[config.mk]
export PLATFORM = sky130hd
export DESIGN_NAME = dtf_debug_cfg
export DESIGN_NICKNAME = d
export VERILOG_FILES = /design/src/design/dtf_pkg.sv /design/src/design/dtf_flash_clk_div.sv /design/src/design/dtf_debug_cfg.sv
export SDC_FILE = /design/constraint.sdc
export NUM_CORES = 1
export LEC_CHECK = 0
export ABC_AREA = 1
export BUFFER_PORTS_ARGS = -buffer_cell sky130_fd_sc_hd__buf_2
export CAP_MARGIN = 40
export CORE_MARGIN = 2
export CORE_UTILIZATION = 40
export CTS_BUF_LIST = sky130_fd_sc_hd__clkbuf_16
export DETAILED_ROUTE_END_ITERATION = 12
export GPL_TIMING_DRIVEN = 0
export PLACE_DENSITY = 0.77
export SETUP_SLACK_MARGIN = 0.3
export SLEW_MARGIN = 15
export SYNTH_ARGS = -nofsm -noshare
export SYNTH_HDL_FRONTEND = slang
export SYNTH_SLANG_ARGS = --single-unit
[constraint.sdc]
create_clock -name ref_clk -period 1.35 [get_ports ref_clk]
set_input_delay 0.27 -clock ref_clk [delete_from_list [all_inputs] [get_ports ref_clk]]
set_output_delay 0.27 -clock ref_clk [all_outputs]
set_load 0.01 [all_outputs]
[src/design/dtf_pkg.sv]
// Package: register layout, register selects and trace field encodings for the debug config slice
package dtf_pkg;
   // ==========================================
   // Debug register selects
   typedef enum logic {
      DTF_SEL_TRACE,
      DTF_SEL_DIVIDER
   } dtf_sel_e;

   // ==========================================
   // Flash divider register layout
   localparam int          DIV_PRESCALE_BIT = 30;
   localparam int          DIV_DIVISOR_LSB  = 24;
   localparam int          DIV_DIVISOR_W    = 6;
   localparam int          DIV_BYTE_LSB     = 24;
   localparam logic [31:0] DIV_RESET        = 32'h0000_0000;
   localparam logic [31:0] DIV_WRITE_MASK   = 32'h7F00_0000;
   localparam int          PRESCALE_RATIO   = 8;

   // ==========================================
   // Trace configuration register layout
   localparam int          TRC_MODE_LSB     = 0;
   localparam int          TRC_SS_LSB       = 2;
   localparam logic [31:0] TRC_RESET        = 32'h0000_0000;
   localparam logic [31:0] TRC_WRITE_MASK   = 32'h0000_001F;

   // ==========================================
   // Trace recording modes and start/stop selections
   localparam logic [1:0]  TRC_MODE_NORMAL  = 2'h0;
   localparam logic [2:0]  TRC_SS_DISABLED  = 3'h0;
   localparam logic [2:0]  TRC_SS_ALWAYS    = 3'h1;

   // ==========================================
   // Breakpoint groups: bit positions in start, stop and hit vectors
   localparam int          BP_GROUPS        = 4;
   localparam int          BP_ADDR          = 0;
   localparam int          BP_DATA          = 1;
   localparam int          BP_PC0           = 2;
   localparam int          BP_PC1           = 3;
endpackage

[src/design/dtf_flash_clk_div.sv]
// Flash clock divider: bus clock optionally divided by eight, then by divisor plus one
`timescale 1ns/1ns
module dtf_flash_clk_div #(
   parameter int DIV_W = dtf_pkg::DIV_DIVISOR_W
) (
   input  wire logic             ref_clk,
   input  wire logic             rstn,
   input  wire logic             prescale_eight,
   input  wire logic [DIV_W-1:0] divisor,
   output logic                  flash_clk_tick,
   output logic                  flash_clk
);
   localparam logic [2:0] PRE_LAST = 3'(dtf_pkg::PRESCALE_RATIO - 1);

   logic [2:0]       pre_q;
   logic [2:0]       pre_d;
   logic [DIV_W-1:0] cnt_q;
   logic [DIV_W-1:0] cnt_d;
   logic             tick_q;
   logic             clk_q;

   wire pre_tick = !prescale_eight || (pre_q >= PRE_LAST);
   wire cnt_wrap = pre_tick && (cnt_q >= divisor);

   assign pre_d = pre_tick ? 3'h0 : pre_q + 3'h1;
   assign cnt_d = !pre_tick ? cnt_q : (cnt_wrap ? '0 : cnt_q + DIV_W'(1));
   assign flash_clk_tick = tick_q;
   assign flash_clk      = clk_q;

   always_ff @(posedge ref_clk or negedge rstn) begin
      if (!rstn) begin
         pre_q  <= 3'h0;
         cnt_q  <= '0;
         tick_q <= 1'b0;
         clk_q  <= 1'b0;
      end else begin
         pre_q  <= pre_d;
         cnt_q  <= cnt_d;
         tick_q <= cnt_wrap;
         if (cnt_wrap) begin
            clk_q <= !clk_q;
         end
      end
   end
endmodule

[src/design/dtf_debug_cfg.sv]
// Debug configuration slice: trace start/stop control and flash divider register
//
// How it works
// Trace record mode 00 is normal; start and stop follow the start/stop field.
// Start/stop 000 disables trace, 001 records always, others use breakpoint matches.
// Breakpoint groups not consumed by trace still raise ordinary debug triggers.
// Divider register holds the flash clock divider used for debugger flash operations.
// Byte read returns divider bits 31-24, accepted in every mode.
// Byte write loads divider bits 31-24, accepted in every mode.
// Register read returns all 32 divider bits without halting the core.
// Register write updates all 32 divider bits without halting the core.
// Core debug-register writes aimed at the divider are ignored.
// Prescale select at bit 30, divisor bits 29-24, rest reads zero, reset zero.
// Flash clock is bus clock over divisor plus one, first over eight if selected.
// Host loads divider values for a 150 to 200 kHz flash clock before erasing.
`timescale 1ns/1ns
module dtf_debug_cfg #(
   parameter int NUM_BP = dtf_pkg::BP_GROUPS
) (
   input  wire logic              ref_clk,
   input  wire logic              rstn,
   input  wire logic              read_divider_byte_cmd,
   input  wire logic              write_divider_byte_cmd,
   input  wire logic [7:0]        wr_byte,
   input  wire logic              read_debug_reg_cmd,
   input  wire logic              write_debug_reg_cmd,
   input  wire dtf_pkg::dtf_sel_e dreg_sel,
   input  wire logic [31:0]       wr_data,
   input  wire logic              core_debug_write_instr,
   input  wire dtf_pkg::dtf_sel_e core_sel,
   input  wire logic [31:0]       core_wr_data,
   input  wire logic [NUM_BP-1:0] bp_hit,
   output logic [31:0]            rd_data,
   output logic                   rd_valid,
   output logic                   core_write_ignored,
   output logic                   trace_recording,
   output logic [NUM_BP-1:0]      debug_trigger,
   output logic [1:0]             trace_record_mode,
   output logic [2:0]             trace_start_stop_select,
   output logic                   flash_clk_prescale_eight,
   output logic [5:0]             flash_clk_divisor,
   output logic                   flash_clk_tick,
   output logic                   flash_clk
);
   // ==========================================
   // Breakpoint usage per start/stop selection
   typedef struct packed {
      logic [NUM_BP-1:0] start;
      logic [NUM_BP-1:0] stop;
   } dtf_bp_use_s;

   function automatic dtf_bp_use_s bp_use(input logic [2:0] ss);
      dtf_bp_use_s u;
      u = '0;
      unique case (ss)
         3'h2: begin
            u.start[dtf_pkg::BP_ADDR] = 1'b1;
         end
         3'h3: begin
            u.stop[dtf_pkg::BP_ADDR] = 1'b1;
         end
         3'h4: begin
            u.start[dtf_pkg::BP_PC0] = 1'b1;
            u.stop[dtf_pkg::BP_ADDR] = 1'b1;
            u.stop[dtf_pkg::BP_DATA] = 1'b1;
         end
         3'h5: begin
            u.start[dtf_pkg::BP_PC1] = 1'b1;
         end
         3'h6: begin
            u.start[dtf_pkg::BP_ADDR] = 1'b1;
            u.start[dtf_pkg::BP_DATA] = 1'b1;
         end
         3'h7: begin
            u.start[dtf_pkg::BP_PC0] = 1'b1;
            u.stop[dtf_pkg::BP_PC1]  = 1'b1;
         end
         default: begin
            u = '0;
         end
      endcase
      return u;
   endfunction

   // ==========================================
   // Registers
   logic [31:0]       div_q;
   logic [31:0]       div_d;
   logic [31:0]       trc_q;
   logic [31:0]       trc_d;
   logic [31:0]       rd_data_q;
   logic [31:0]       rd_data_d;
   logic              rd_valid_q;
   logic              ign_q;
   logic              rec_q;
   logic              rec_d;
   logic [NUM_BP-1:0] trig_q;

   // ==========================================
   // Command decode
   wire dreg_wr_div = write_debug_reg_cmd && (dreg_sel == dtf_pkg::DTF_SEL_DIVIDER);
   wire dreg_wr_trc = write_debug_reg_cmd && (dreg_sel == dtf_pkg::DTF_SEL_TRACE);
   wire dreg_rd_div = read_debug_reg_cmd && (dreg_sel == dtf_pkg::DTF_SEL_DIVIDER);
   wire core_wr_div = core_debug_write_instr && (core_sel == dtf_pkg::DTF_SEL_DIVIDER);
   wire core_wr_trc = core_debug_write_instr && (core_sel == dtf_pkg::DTF_SEL_TRACE);
   wire [31:0] byte_word = {wr_byte, 24'h00_0000};

   // Host register write wins over byte write; core writes never touch the divider
   assign div_d = dreg_wr_div ? (wr_data & dtf_pkg::DIV_WRITE_MASK)
                : write_divider_byte_cmd ? (byte_word & dtf_pkg::DIV_WRITE_MASK)
                : div_q;

   // Trace config takes host and core register writes, host first
   assign trc_d = dreg_wr_trc ? (wr_data & dtf_pkg::TRC_WRITE_MASK)
                : core_wr_trc ? (core_wr_data & dtf_pkg::TRC_WRITE_MASK)
                : trc_q;

   // ==========================================
   // Read path
   wire [7:0] div_byte = div_q[dtf_pkg::DIV_BYTE_LSB +: 8];
   wire rd_any = read_divider_byte_cmd || read_debug_reg_cmd;

   assign rd_data_d = read_divider_byte_cmd ? {24'h00_0000, div_byte}
                    : dreg_rd_div ? div_q
                    : read_debug_reg_cmd ? trc_q
                    : rd_data_q;

   // ==========================================
   // Trace start/stop control
   wire [1:0]   mode_w = trc_q[dtf_pkg::TRC_MODE_LSB +: 2];
   wire [2:0]   ss_w   = trc_q[dtf_pkg::TRC_SS_LSB +: 3];
   dtf_bp_use_s use_w;
   assign use_w = bp_use(ss_w);
   wire [NUM_BP-1:0] used_w   = use_w.start | use_w.stop;
   wire              start_hit = |(bp_hit & use_w.start);
   wire              stop_hit  = |(bp_hit & use_w.stop);
   wire              mode_norm = (mode_w == dtf_pkg::TRC_MODE_NORMAL);

   always_comb begin
      rec_d = rec_q;
      if (!mode_norm || ss_w == dtf_pkg::TRC_SS_DISABLED) begin
         rec_d = 1'b0;
      end else if (ss_w == dtf_pkg::TRC_SS_ALWAYS) begin
         rec_d = 1'b1;
      end else if (stop_hit) begin
         rec_d = 1'b0;
      end else if (start_hit) begin
         rec_d = 1'b1;
      end
   end

   // ==========================================
   // Register flops
   always_ff @(posedge ref_clk or negedge rstn) begin
      if (!rstn) begin
         div_q <= dtf_pkg::DIV_RESET;
         trc_q <= dtf_pkg::TRC_RESET;
      end else begin
         div_q <= div_d;
         trc_q <= trc_d;
      end
   end

   // ==========================================
   // Read answer flops
   always_ff @(posedge ref_clk or negedge rstn) begin
      if (!rstn) begin
         rd_data_q  <= 32'h0000_0000;
         rd_valid_q <= 1'b0;
      end else begin
         rd_data_q  <= rd_data_d;
         rd_valid_q <= rd_any;
      end
   end

   // ==========================================
   // Status and trigger flops
   always_ff @(posedge ref_clk or negedge rstn) begin
      if (!rstn) begin
         ign_q  <= 1'b0;
         rec_q  <= 1'b0;
         trig_q <= '0;
      end else begin
         ign_q  <= core_wr_div;
         rec_q  <= rec_d;
         trig_q <= bp_hit & ~used_w;
      end
   end

   // ==========================================
   // Divider fields
   wire       div_prescale = div_q[dtf_pkg::DIV_PRESCALE_BIT];
   wire [5:0] div_divisor  = div_q[dtf_pkg::DIV_DIVISOR_LSB +: dtf_pkg::DIV_DIVISOR_W];

   // ==========================================
   // Flash clock generation
   dtf_flash_clk_div #(
      .DIV_W (dtf_pkg::DIV_DIVISOR_W)
   ) u_fclk (
      .ref_clk        (ref_clk),
      .rstn           (rstn),
      .prescale_eight (div_prescale),
      .divisor        (div_divisor),
      .flash_clk_tick (flash_clk_tick),
      .flash_clk      (flash_clk)
   );

   // ==========================================
   // Outputs
   assign rd_data                  = rd_data_q;
   assign rd_valid                 = rd_valid_q;
   assign core_write_ignored       = ign_q;
   assign trace_recording          = rec_q;
   assign debug_trigger            = trig_q;
   assign trace_record_mode        = mode_w;
   assign trace_start_stop_select  = ss_w;
   assign flash_clk_prescale_eight = div_prescale;
   assign flash_clk_divisor        = div_divisor;
endmodule

# Word-level counts from Yosys, hierarchy flattened
# Index checks and enable logic that the tools add are counted.
[op_classes] n_addsub=2 mul=0 n_div=0 n_lt_le_gt_ge=2 eq_ne=7 n_shift=0 muxes=20 bitwise_logic=7 n_reduce_logical=23
[ops] op="32-bit two-way mux" count=7
[ops] op="4-bit AND" count=3
[ops] op="3-bit == test, second input constant" count=4
[ops] op="1-bit two-way mux" count=11
[ops] op="4-bit OR reduction" count=2
[ops] op="6-bit by 1-bit adder with 6-bit output, second input constant" count=1
[ops] op="3-bit by 2-bit == test with 1-bit output, second input constant" count=2
[ops] op="6-bit >= comparator" count=1
[ops] op="1-bit logical AND" count=6
[ops] op="6-bit two-way mux" count=1
[ops] op="2-bit OR reduction" count=3
[ops] op="4-bit inverter" count=1
[ops] op="4-bit bitwise OR" count=1
[ops] op="2-bit nonzero test" count=2
[ops] op="4-bit nonzero test" count=1
[ops] op="3-bit by 1-bit adder with 3-bit output, second input constant" count=1
[ops] op="3-bit by 1-bit == test with 1-bit output, second input constant" count=1
[ops] op="3-bit >= comparator, second input constant" count=1
[ops] op="1-bit logical NOT" count=3
[ops] op="3-bit logical NOT" count=1
[ops] op="1-bit logical OR" count=3
[ops] op="3-bit two-way mux" count=1
[ops] op="3-bit nonzero test" count=1
[ops] op="2-bit logical NOT" count=1
[ops] op="1-bit inverter" count=2
[word_totals] reg_bits=114 latchBits=0 ram_bits=0 rom_bits=0 inputBits=85 output_inout_bits=53 n_memories=0

# Logic depth before layout (Yosys ltp)
# Gate-level depths: netlist of the first run.
[depth] ltp_word=9 mapped_depth=11 ltp_nobuf=11

# By module
# A second synthesis of the first run with hierarchy kept.
[hier_totals] hier_cells=284 hier_area_um2=2441.1
[modules_own_cells] module="dtf_debug_cfg" n_inst=1 cells_each=189 area_per_inst_um2=1734.2 seq_area_each_um2=825.8
[modules_own_cells] module="dtf_flash_clk_div" n_inst=1 cells_each=95 area_per_inst_um2=706.9 seq_area_each_um2=275.3

# Least setup slack after synthesis of the first run
# Ideal clock, no wire load.
[synth_path] path_kind="register to register" start="reg u_fclk.pre_q[0]" end="reg u_fclk.cnt_q[3]" setup_time_ns=0.118 arrival_time_ns=1.250 required_time_ns=1.232 slack_ns=-0.019 stages_incl_launch_ff=8 n_path_buf=0 synth_period_minus_slack_ns=1.369 cell_sequence="dfrtp_1 -> ha_1 -> ha_1 -> nor2_1 -> nand2_2 -> nand3_1 -> xor2_1 -> nor2_1"
[synth_via] elab_chain_cells=4
[synth_lines] element="start, declared" line="dtf_flash_clk_div.sv:15" rtl="logic [2:0] pre_q;"
[synth_lines] element="start signal, assigned" line="dtf_flash_clk_div.sv:37" rtl="pre_q <= pre_d;"
[synth_lines] element="3-bit >= comparator (*)" line="dtf_flash_clk_div.sv:22" rtl="wire pre_tick = !prescale_eight || (pre_q >= PRE_LAST);"
[synth_lines] element="1-bit logical OR (*)" line="dtf_flash_clk_div.sv:22"
[synth_lines] element="1-bit logical AND" line="dtf_flash_clk_div.sv:23" rtl="wire cnt_wrap = pre_tick && (cnt_q >= divisor);"
[synth_lines] element="6-bit two-way mux" line="dtf_flash_clk_div.sv:26" rtl="assign cnt_d = !pre_tick ? cnt_q : (cnt_wrap ? '0 : cnt_q + DIV_W'(1));"
[synth_lines] element="end signal, assigned" line="dtf_flash_clk_div.sv:38" rtl="cnt_q <= cnt_d;"
[synth_lines] element="end, declared" line="dtf_flash_clk_div.sv:17" rtl="logic [DIV_W-1:0] cnt_q;"
# Every way passes the cells marked *; elsewhere a longest branch is shown, timed or not.
# A chain may end at the register's enable or synchronous reset.

# Final worst setup path of the first run
[layout_path] start="reg div_q[27]" end="reg u_fclk.cnt_q[2]"
[layout_via] elab_chain_cells=3
[layout_lines] element="start, declared" line="dtf_debug_cfg.sv:87" rtl="logic [31:0] div_q;"
[layout_lines] element="start signal, assigned" line="dtf_debug_cfg.sv:156" rtl="div_q <= dtf_pkg::DIV_RESET;"
[layout_lines] element="start signal, assigned" line="dtf_debug_cfg.sv:159" rtl="div_q <= div_d;"
[layout_lines] element="6-bit >= comparator" line="dtf_flash_clk_div.sv:23"
[layout_lines] element="1-bit logical AND" line="dtf_flash_clk_div.sv:23"
[layout_lines] element="net u_fclk.cnt_wrap" line="dtf_flash_clk_div.sv:23"
[layout_lines] element="6-bit two-way mux" line="dtf_flash_clk_div.sv:26"
# The timed path passes the listed nets, and every way through them passes these cells.

==> impl_metrics.env, run 1 <==
export IMPL_nNetsFinal=497
export IMPL_syn_cell_area_um2=2410
export IMPL_drt_pre_antenna_iters=4
export IMPL_htreeDepth=2
export IMPL_areaGrowthSynthToFinish_pct=53.4
export IMPL_yosysMostFrequentCell="nand2_1"
export IMPL_p_sw_mw=1.64
export IMPL_gp_congestion=0.845
export IMPL_power_per_cell_area_nw_per_um2=1320
export IMPL_wl_per_cell_um=13.4
export IMPL_syn_inst=278
export IMPL_pre_cts_ws_ns=-0.109
export IMPL_path_clk_slew_ns=0.06
export IMPL_grt_setup_unrepaired="true"
export IMPL_violations="setup timing"
export IMPL_worst_ep_arrival_time_ns=1.58
export IMPL_syn_avg_cell_area_um2=8.66
export IMPL_vias_per_cell=4.83
export IMPL_max_cap_viol_count=0
export IMPL_synth_edf_count=0
export IMPL_dp_hpwl_um=4320
export IMPL_status="complete, but fails checks"
export IMPL_design_area_um2=3690
export IMPL_die_x_um=81.6
export IMPL_die_area_um2=6650
export IMPL_power_frac_seq_pct=34.6
export IMPL_drive_above_1_share_pct=51.7
export IMPL_slew_viol_final=0
export IMPL_path_buf_inv=2
export IMPL_start_util_pct=41.1
export IMPL_cp_start_kind="flip-flop"
export IMPL_critPathTopFamily="simple AND/OR/NAND/NOR gates"
export IMPL_coreArea_um2=5850
export IMPL_synthFlopType="dfrtp_1"
export IMPL_grt_pass1_wl_um=9800
export IMPL_cts_buffers=5
export IMPL_grt_max_degree=35
export IMPL_die_h_um=81.6
export IMPL_yosysSeqAreaShare_pct=45.7
export IMPL_finalHoldViolCount=0
export IMPL_setup_violations=5
export IMPL_clock_skew_ns=0.00557
export IMPL_placed_cells=438
export IMPL_grt_util_all_layers_pct=19.2
export IMPL_antenna_found_initial=0
export IMPL_drc=0
export IMPL_hold_path_class="primary input to flip-flop"
export IMPL_internal_power_mw=3.25
export IMPL_ys_warn_count=0
export IMPL_criticalPathCategory="flip-flop to flip-flop"
export IMPL_fmax_ghz=0.713
export IMPL_drtIter0Drc=118
export IMPL_layout_setup_ws_ns=-0.0527
export IMPL_core_rowCount=28
export IMPL_portBuffers=67
export IMPL_crit_fanout=3
export IMPL_p_leak_nw=1.91
export IMPL_grt_pass1_vias=2277
export IMPL_synthTopCellsByCount="nand2_1, dfrtp_1, inv_1, nand3_1, buf_4"
export IMPL_p_comb_share_pct=37.3
export IMPL_layout_min_cycle_time_ns=1.40
export IMPL_ys_ff_latch=44
export IMPL_vias=2313
export IMPL_clock_latency_ns=0.29
export IMPL_cts_sink_count=44
export IMPL_grt_overflow=0
export IMPL_crit_required_ns=1.52
export IMPL_crit_chain="inv_2 > ha_4 > nand2_1 > nor2_2 > nand2_2 > nand2_4 > nand2_2 > inv_2 > nor2_2"
export IMPL_yosys_area_top_type="dfrtp_1"
export IMPL_synth_cell_type_count=34
export IMPL_cp_end_kind="flip-flop"
export IMPL_root_buffer="clkbuf_16"
export IMPL_pwr_share_clk_pct=28.1
export IMPL_yosys_top_cells_area="dfrtp_1, nand2_1, buf_4"
export IMPL_cp_slowest_cell="dfrtp_1"
export IMPL_synth_top_area_share_pct=45.7
export IMPL_n_antenna_cell=0
export IMPL_finalSetupTns_ns=-0.143
export IMPL_synth_async_reset_ratio_pct=100
export IMPL_ant_nets=0
export IMPL_tritoncts="built"
export IMPL_drt_total_wl_um=6410
export IMPL_critPathMaxStageDelay_ns=0.37
export IMPL_place_area_um2=3000
export IMPL_period_share_pct=104
export IMPL_max_vdd_ir_drop_uv=876
export IMPL_total_power_mw=4.89
export IMPL_clock_path_buffers=2
export IMPL_layout_cells_non_filler=479
export IMPL_switching_share_pct=33.6
export IMPL_boundaryPins=138
-- metal layers --
metal | vias to the layer above | GRT usage (%) | share of wire (%)
li1 | 1127 | - | -
met1 | 1079 | 20.3 | 38
met2 | 92 | 36.5 | 54
met3 | 15 | 5.38 | 6.5
met4 | 0 | 6.50 | 2.0
met5 | - | 0 | 0
-- cells by family (layout without fill, tap and decap cells) --
family	Yosys count	in the layout	share of synthesized area [%]
simple gates	111	111	21.0
buf+inv	65	174	14.3
compound gates	45	45	13.0
flops	44	44	45.7
fa+ha+maj	9	9	4.68
xor+xnor	3	3	1.09
other cells	1	18	0.156
-- sequential cells by signal, summed over array words and instances (netlist names) --
register,flops
u_fclk.flash_clk,1
div_q,7
trace_recording,1
debug_trigger,4
u_fclk.flash_clk_tick,1
core_write_ignored,1
u_fclk.cnt_q,6
rd_valid,1
u_fclk.pre_q,3
rd_data,14
trc_q,5
-- placed cells by master (no fill, tap or decap), drive strengths merged --
cell	count
dlygate4sd3	1
nand2	60
clkinvlp	1
inv	38
a21boi	1
clkbuf	6
o211ai	7
o22ai	5
nand3b	2
conb	18
clkinv	2
a21oi	4
xor2	3
bufinv	1
o21ai	9
a211oi	1
ha	9
buf	125
a22oi	5
nand4	1
o31ai	12
dfrtp	44
nor2	23
nand3	25
o21bai	1
-- power by group through the flow --
stage | registers (mW) | logic, mW | clock network (mW)
global placement | 1.73 | 1.18 | 0
floorplan | 1.77 | 0.781 | 0
global route | 1.71 | 2.03 | 1.45
finish | 1.69 | 1.82 | 1.37
CTS | 1.67 | 1.56 | 1.38
detailed placement | 1.73 | 1.24 | 0
-- path summary, 6_finish.rpt --
check | to | slack [ns] | from | depth (start not counted)
max in group asynchronous | trc_q[3] | 0.45 | rstn | 3
min in group asynchronous | rd_valid | 0.41 | rstn | 2
max | u_fclk.cnt_q[2] | -0.05 | div_q[27] | 9
min reg2reg | rd_data[29] | 0.48 | rd_data[29] | 2
max reg2reg | u_fclk.cnt_q[2] | -0.05 | div_q[27] | 9
min | core_write_ignored | 0.18 | core_debug_write_instr | 3
-- cell type report --
type                       count  area [µm²]
buffer                        26         198
clock buffer                   5         125
clock inverter                 3        42.5
fill                         481        2160
inverter                      39         160
multi-input combinational    186        1270
sequential                    44        1110
tap                           75        93.8
timing repair buffer         101         699
-- worst reg2reg max path, cell delays in order (launching register included) --
cell and delay [ns]:
dfrtp_1 0.37, inv_2 0.07, ha_4 0.27, nand2_1 0.07, nor2_2 0.15, nand2_2 0.09, nand2_4 0.09, nand2_2 0.07
inv_2 0.08, nor2_2 0.04
-- stage by stage --
stage          hold WS, ns  utilization [%]
3_3_place_gp         0.450             50.9
2_1_floorplan      -0.0256                -
5_1_grt              0.216             63.1
6_report             0.185             63.1
3_5_place_dp         0.167             51.3
4_1_cts              0.189             58.7
-- what timing repair did --
action / CTS / global route
setup buffers: 19 / 13
setup endpoints to repair: 46 / 48
pin swaps: 13 / 14
hold buffers: 1 / 0
hold endpoints to repair: 10 / 0
gates resized for setup: 32 / 37
cloned: 0 / 0
Power figures use the tool's default switching activity.
==> run 2, diff against run 1 <==
BUFFER_PORTS_ARGS = not set   (was -buffer_cell sky130_fd_sc_hd__buf_2)
CORE_UTILIZATION = 50   (was 40)
DONT_BUFFER_PORTS = 1   (was not set)
PLACE_DENSITY = 0.68   (was 0.77)
SYNTH_HIERARCHICAL = 1   (was not set)
==> run 2 against run 1 <==
The run ends with hold timing, setup timing left. Non-clock buffer count down 93. Count of clock-buffer cells in the layout unchanged. Worst setup slack worse by 0.060 ns. Global-route usage up 1.1 points. Register-to-register slack worse by 0.06 ns. Final cell count down 20%.
==> impl_metrics.env, run 2 <==
export IMPL_status="complete, but fails checks"
export IMPL_violations="hold timing, setup timing"
export IMPL_internal_power_mw=2.74
export IMPL_path_clk_slew_ns=0.07
export IMPL_synth_cell_type_count=30
export IMPL_cp_start_kind="flip-flop"
export IMPL_syn_inst=284
export IMPL_rr_startpoint="div_q[24]"
export IMPL_layout_setup_ws_ns=-0.113
export IMPL_switching_share_pct=35.0
export IMPL_crit_fanout=4
export IMPL_p_sw_mw=1.48
export IMPL_drt_total_wl_um=5490
export IMPL_syn_avg_cell_area_um2=8.60
export IMPL_setup_violations=8
export IMPL_crit_required_ns=1.52
export IMPL_clock_path_buffers=2
export IMPL_gp_congestion=0.841
export IMPL_design_area_um2=3050
export IMPL_power_per_cell_area_nw_per_um2=1380
export IMPL_htreeDepth=2
export IMPL_grt_overflow=0
export IMPL_vias_per_cell=5.04
export IMPL_start_util_pct=51.7
export IMPL_synth_top_area_share_pct=45.1
export IMPL_cts_sink_count=44
export IMPL_synth_async_reset_ratio_pct=100
export IMPL_die_area_um2=5460
export IMPL_slew_viol_final=0
export IMPL_seqCellArea_um2=1110
export IMPL_antenna_found_initial=0
export IMPL_layout_min_cycle_time_ns=1.46
export IMPL_drive_above_1_share_pct=35.5
export IMPL_syn_cell_area_um2=2440
export IMPL_multi_input_comb_area_um2=1260
export IMPL_wl_per_cell_um=14.3
export IMPL_final_cell_mix="nand2_1, dfrtp_1, inv_1"
export IMPL_yosysSeqAreaShare_pct=45.1
export IMPL_clock_skew_ns=0.0113
export IMPL_grt_max_degree=45
export IMPL_cp_end_kind="flip-flop"
export IMPL_tritoncts="built"
export IMPL_synthTopCellsByCount="nand2_1, dfrtp_1, inv_1, nand3_1, nor2_1"
export IMPL_power_frac_seq_pct=44.0
export IMPL_fmax_ghz=0.684
export IMPL_dp_hpwl_um=3780
export IMPL_vias=1942
export IMPL_synthFlopType="dfrtp_1"
export IMPL_ant_nets=0
export IMPL_ys_ff_latch=44
export IMPL_drt_pre_antenna_iters=4
export IMPL_ys_warn_count=6
export IMPL_drc=0
export IMPL_synth_edf_count=0
export IMPL_period_share_pct=108
export IMPL_n_antenna_cell=0
export IMPL_mostFrequentLayoutCell="nand2_1"
export IMPL_n_fill_cell=396
export IMPL_finalSetupTns_ns=-0.685
export IMPL_yosys_top_cells_area="dfrtp_1, nand2_1, inv_1"
export IMPL_yosysMostFrequentCell="nand2_1"
export IMPL_place_area_um2=2620
export IMPL_largest_register_ffs=14
export IMPL_areaGrowthSynthToFinish_pct=24.9
export IMPL_clock_latency_ns=0.29
export IMPL_max_vdd_ir_drop_uv=573
export IMPL_criticalPathCategory="flip-flop to flip-flop"
export IMPL_cts_buffers=5
export IMPL_worst_ep_arrival_time_ns=1.63
export IMPL_pwr_share_clk_pct=27.3
export IMPL_max_cap_viol_count=0
export IMPL_boundaryPins=138
export IMPL_p_leak_nw=1.51
export IMPL_finalHoldViolCount=44
export IMPL_root_buffer="clkbuf_16"
export IMPL_nNetsFinal=411
export IMPL_coreArea_um2=4720
export IMPL_critPathLaunch="div_q[24]"
export IMPL_fin_hold_ws_ns=-0.326
export IMPL_die_h_um=73.9
export IMPL_grt_pass1_wl_um=8450
export IMPL_core_rowCount=25
export IMPL_p_comb_share_pct=28.7
export IMPL_portBuffers=0
export IMPL_grt_pass1_vias=1847
export IMPL_yosys_area_top_type="dfrtp_1"
export IMPL_die_x_um=73.9
export IMPL_grt_util_all_layers_pct=20.4
export IMPL_grt_setup_unrepaired="true"
export IMPL_drtIter0Drc=86
export IMPL_hold_path_class="primary input to async pin"
-- run 2: cell types whose count changed after synthesis, sizes merged --
cell	previous run	this run
nand3	25	31
buf	25	23
o21bai	1	0
nand2	60	64
clkbuf	1	2
nor2	23	25
o21ai	9	10
o22ai	5	3
clkinv	1	0
xor2	3	0
o31ai	12	7
inv	38	44
-- run 2: layer usage --
layer	GRT usage [%]	wire length [µm]	vias to the layer above
li1	-	-	942
met2	35.7	2910	62
met1	23.4	2130	925
met5	0	0	-
met4	6.46	95	0
met3	6.58	364	13
-- run 2: kinds of logic after synthesis --
family	count (synthesis)	synth area share [%]
simple gates	123	23.6
buf+inv	69	14.6
flops	44	45.1
compound gates	38	11.9
fa+ha+maj	9	4.61
other cells	1	0.154
-- run 2: final cells by class --
cell class,instances,share of cell area (%)
buffer,25,6.32
clock buffer,5,4.10
clock inverter,3,0.492
inverter,44,5.91
multi-input combinational,188,41.3
sequential,44,36.4
tap,67,2.75
timing repair buffer,9,2.71
-- run 2: repair_timing --
item                                    4_1_cts  5_1_grt
gates resized for setup                      28       36
pin swaps                                    13       15
buffers inserted                              5        3
endpoints found under the setup margin       13       15
hold endpoints to repair                     44       44
gates cloned                                  0        1
-- run 2: critical path, stage by stage, from the launching register on --
cell	delay, ns
dfrtp_2	0.48
ha_4	0.29
inv_2	0.02
nand2_1	0.04
nand2_1	0.04
nand2_1	0.07
nand2_1	0.08
nand2_2	0.12
nand2_4	0.08
inv_4	0.07
nor2_1	0.04
-- run 2: final timing paths --
path                            slack, ns                  to  cells past startpoint
worst min-delay path                -0.33         rd_data[30]                      0
min in group ref_clk                 0.08  core_write_ignored                      2
worst min register to register       0.54     u_fclk/cnt_q[0]                      2
worst max-delay path                -0.11     u_fclk/cnt_q[3]                     10
worst max register to register      -0.11     u_fclk/cnt_q[3]                     10
max in group asynchronous            1.57            trc_q[3]                      0
-- run 2: through the flow --
| stage | instances | hold WS, ns | setup slack (ns) | power, mW | util (%) |
|---|---|---|---|---|---|
| finish | 385 | -0.326 | -0.113 | 4.22 | 64.6 |
| detailed placement | 368 | -0.0246 | -0.169 | 2.75 | 55.5 |
| floorplan | 301 | -0.0256 | 0.0185 | 2.54 | - |
| global placement | 368 | -0.0247 | -0.117 | 2.72 | 55.5 |
| CTS | 381 | -0.327 | -0.0737 | 4.06 | 61.2 |
| global route | 385 | -0.336 | -0.181 | 4.49 | 64.6 |
-- run 2: power by group through the flow --
stage	Clock, mW	Combinational, mW	Sequential (mW)
after floorplan	0	0.774	1.76
after global placement	0	0.882	1.84
after detailed placement	0	0.914	1.84
after CTS	1.17	1.05	1.84
after global routing	1.24	1.36	1.89
final	1.15	1.21	1.86
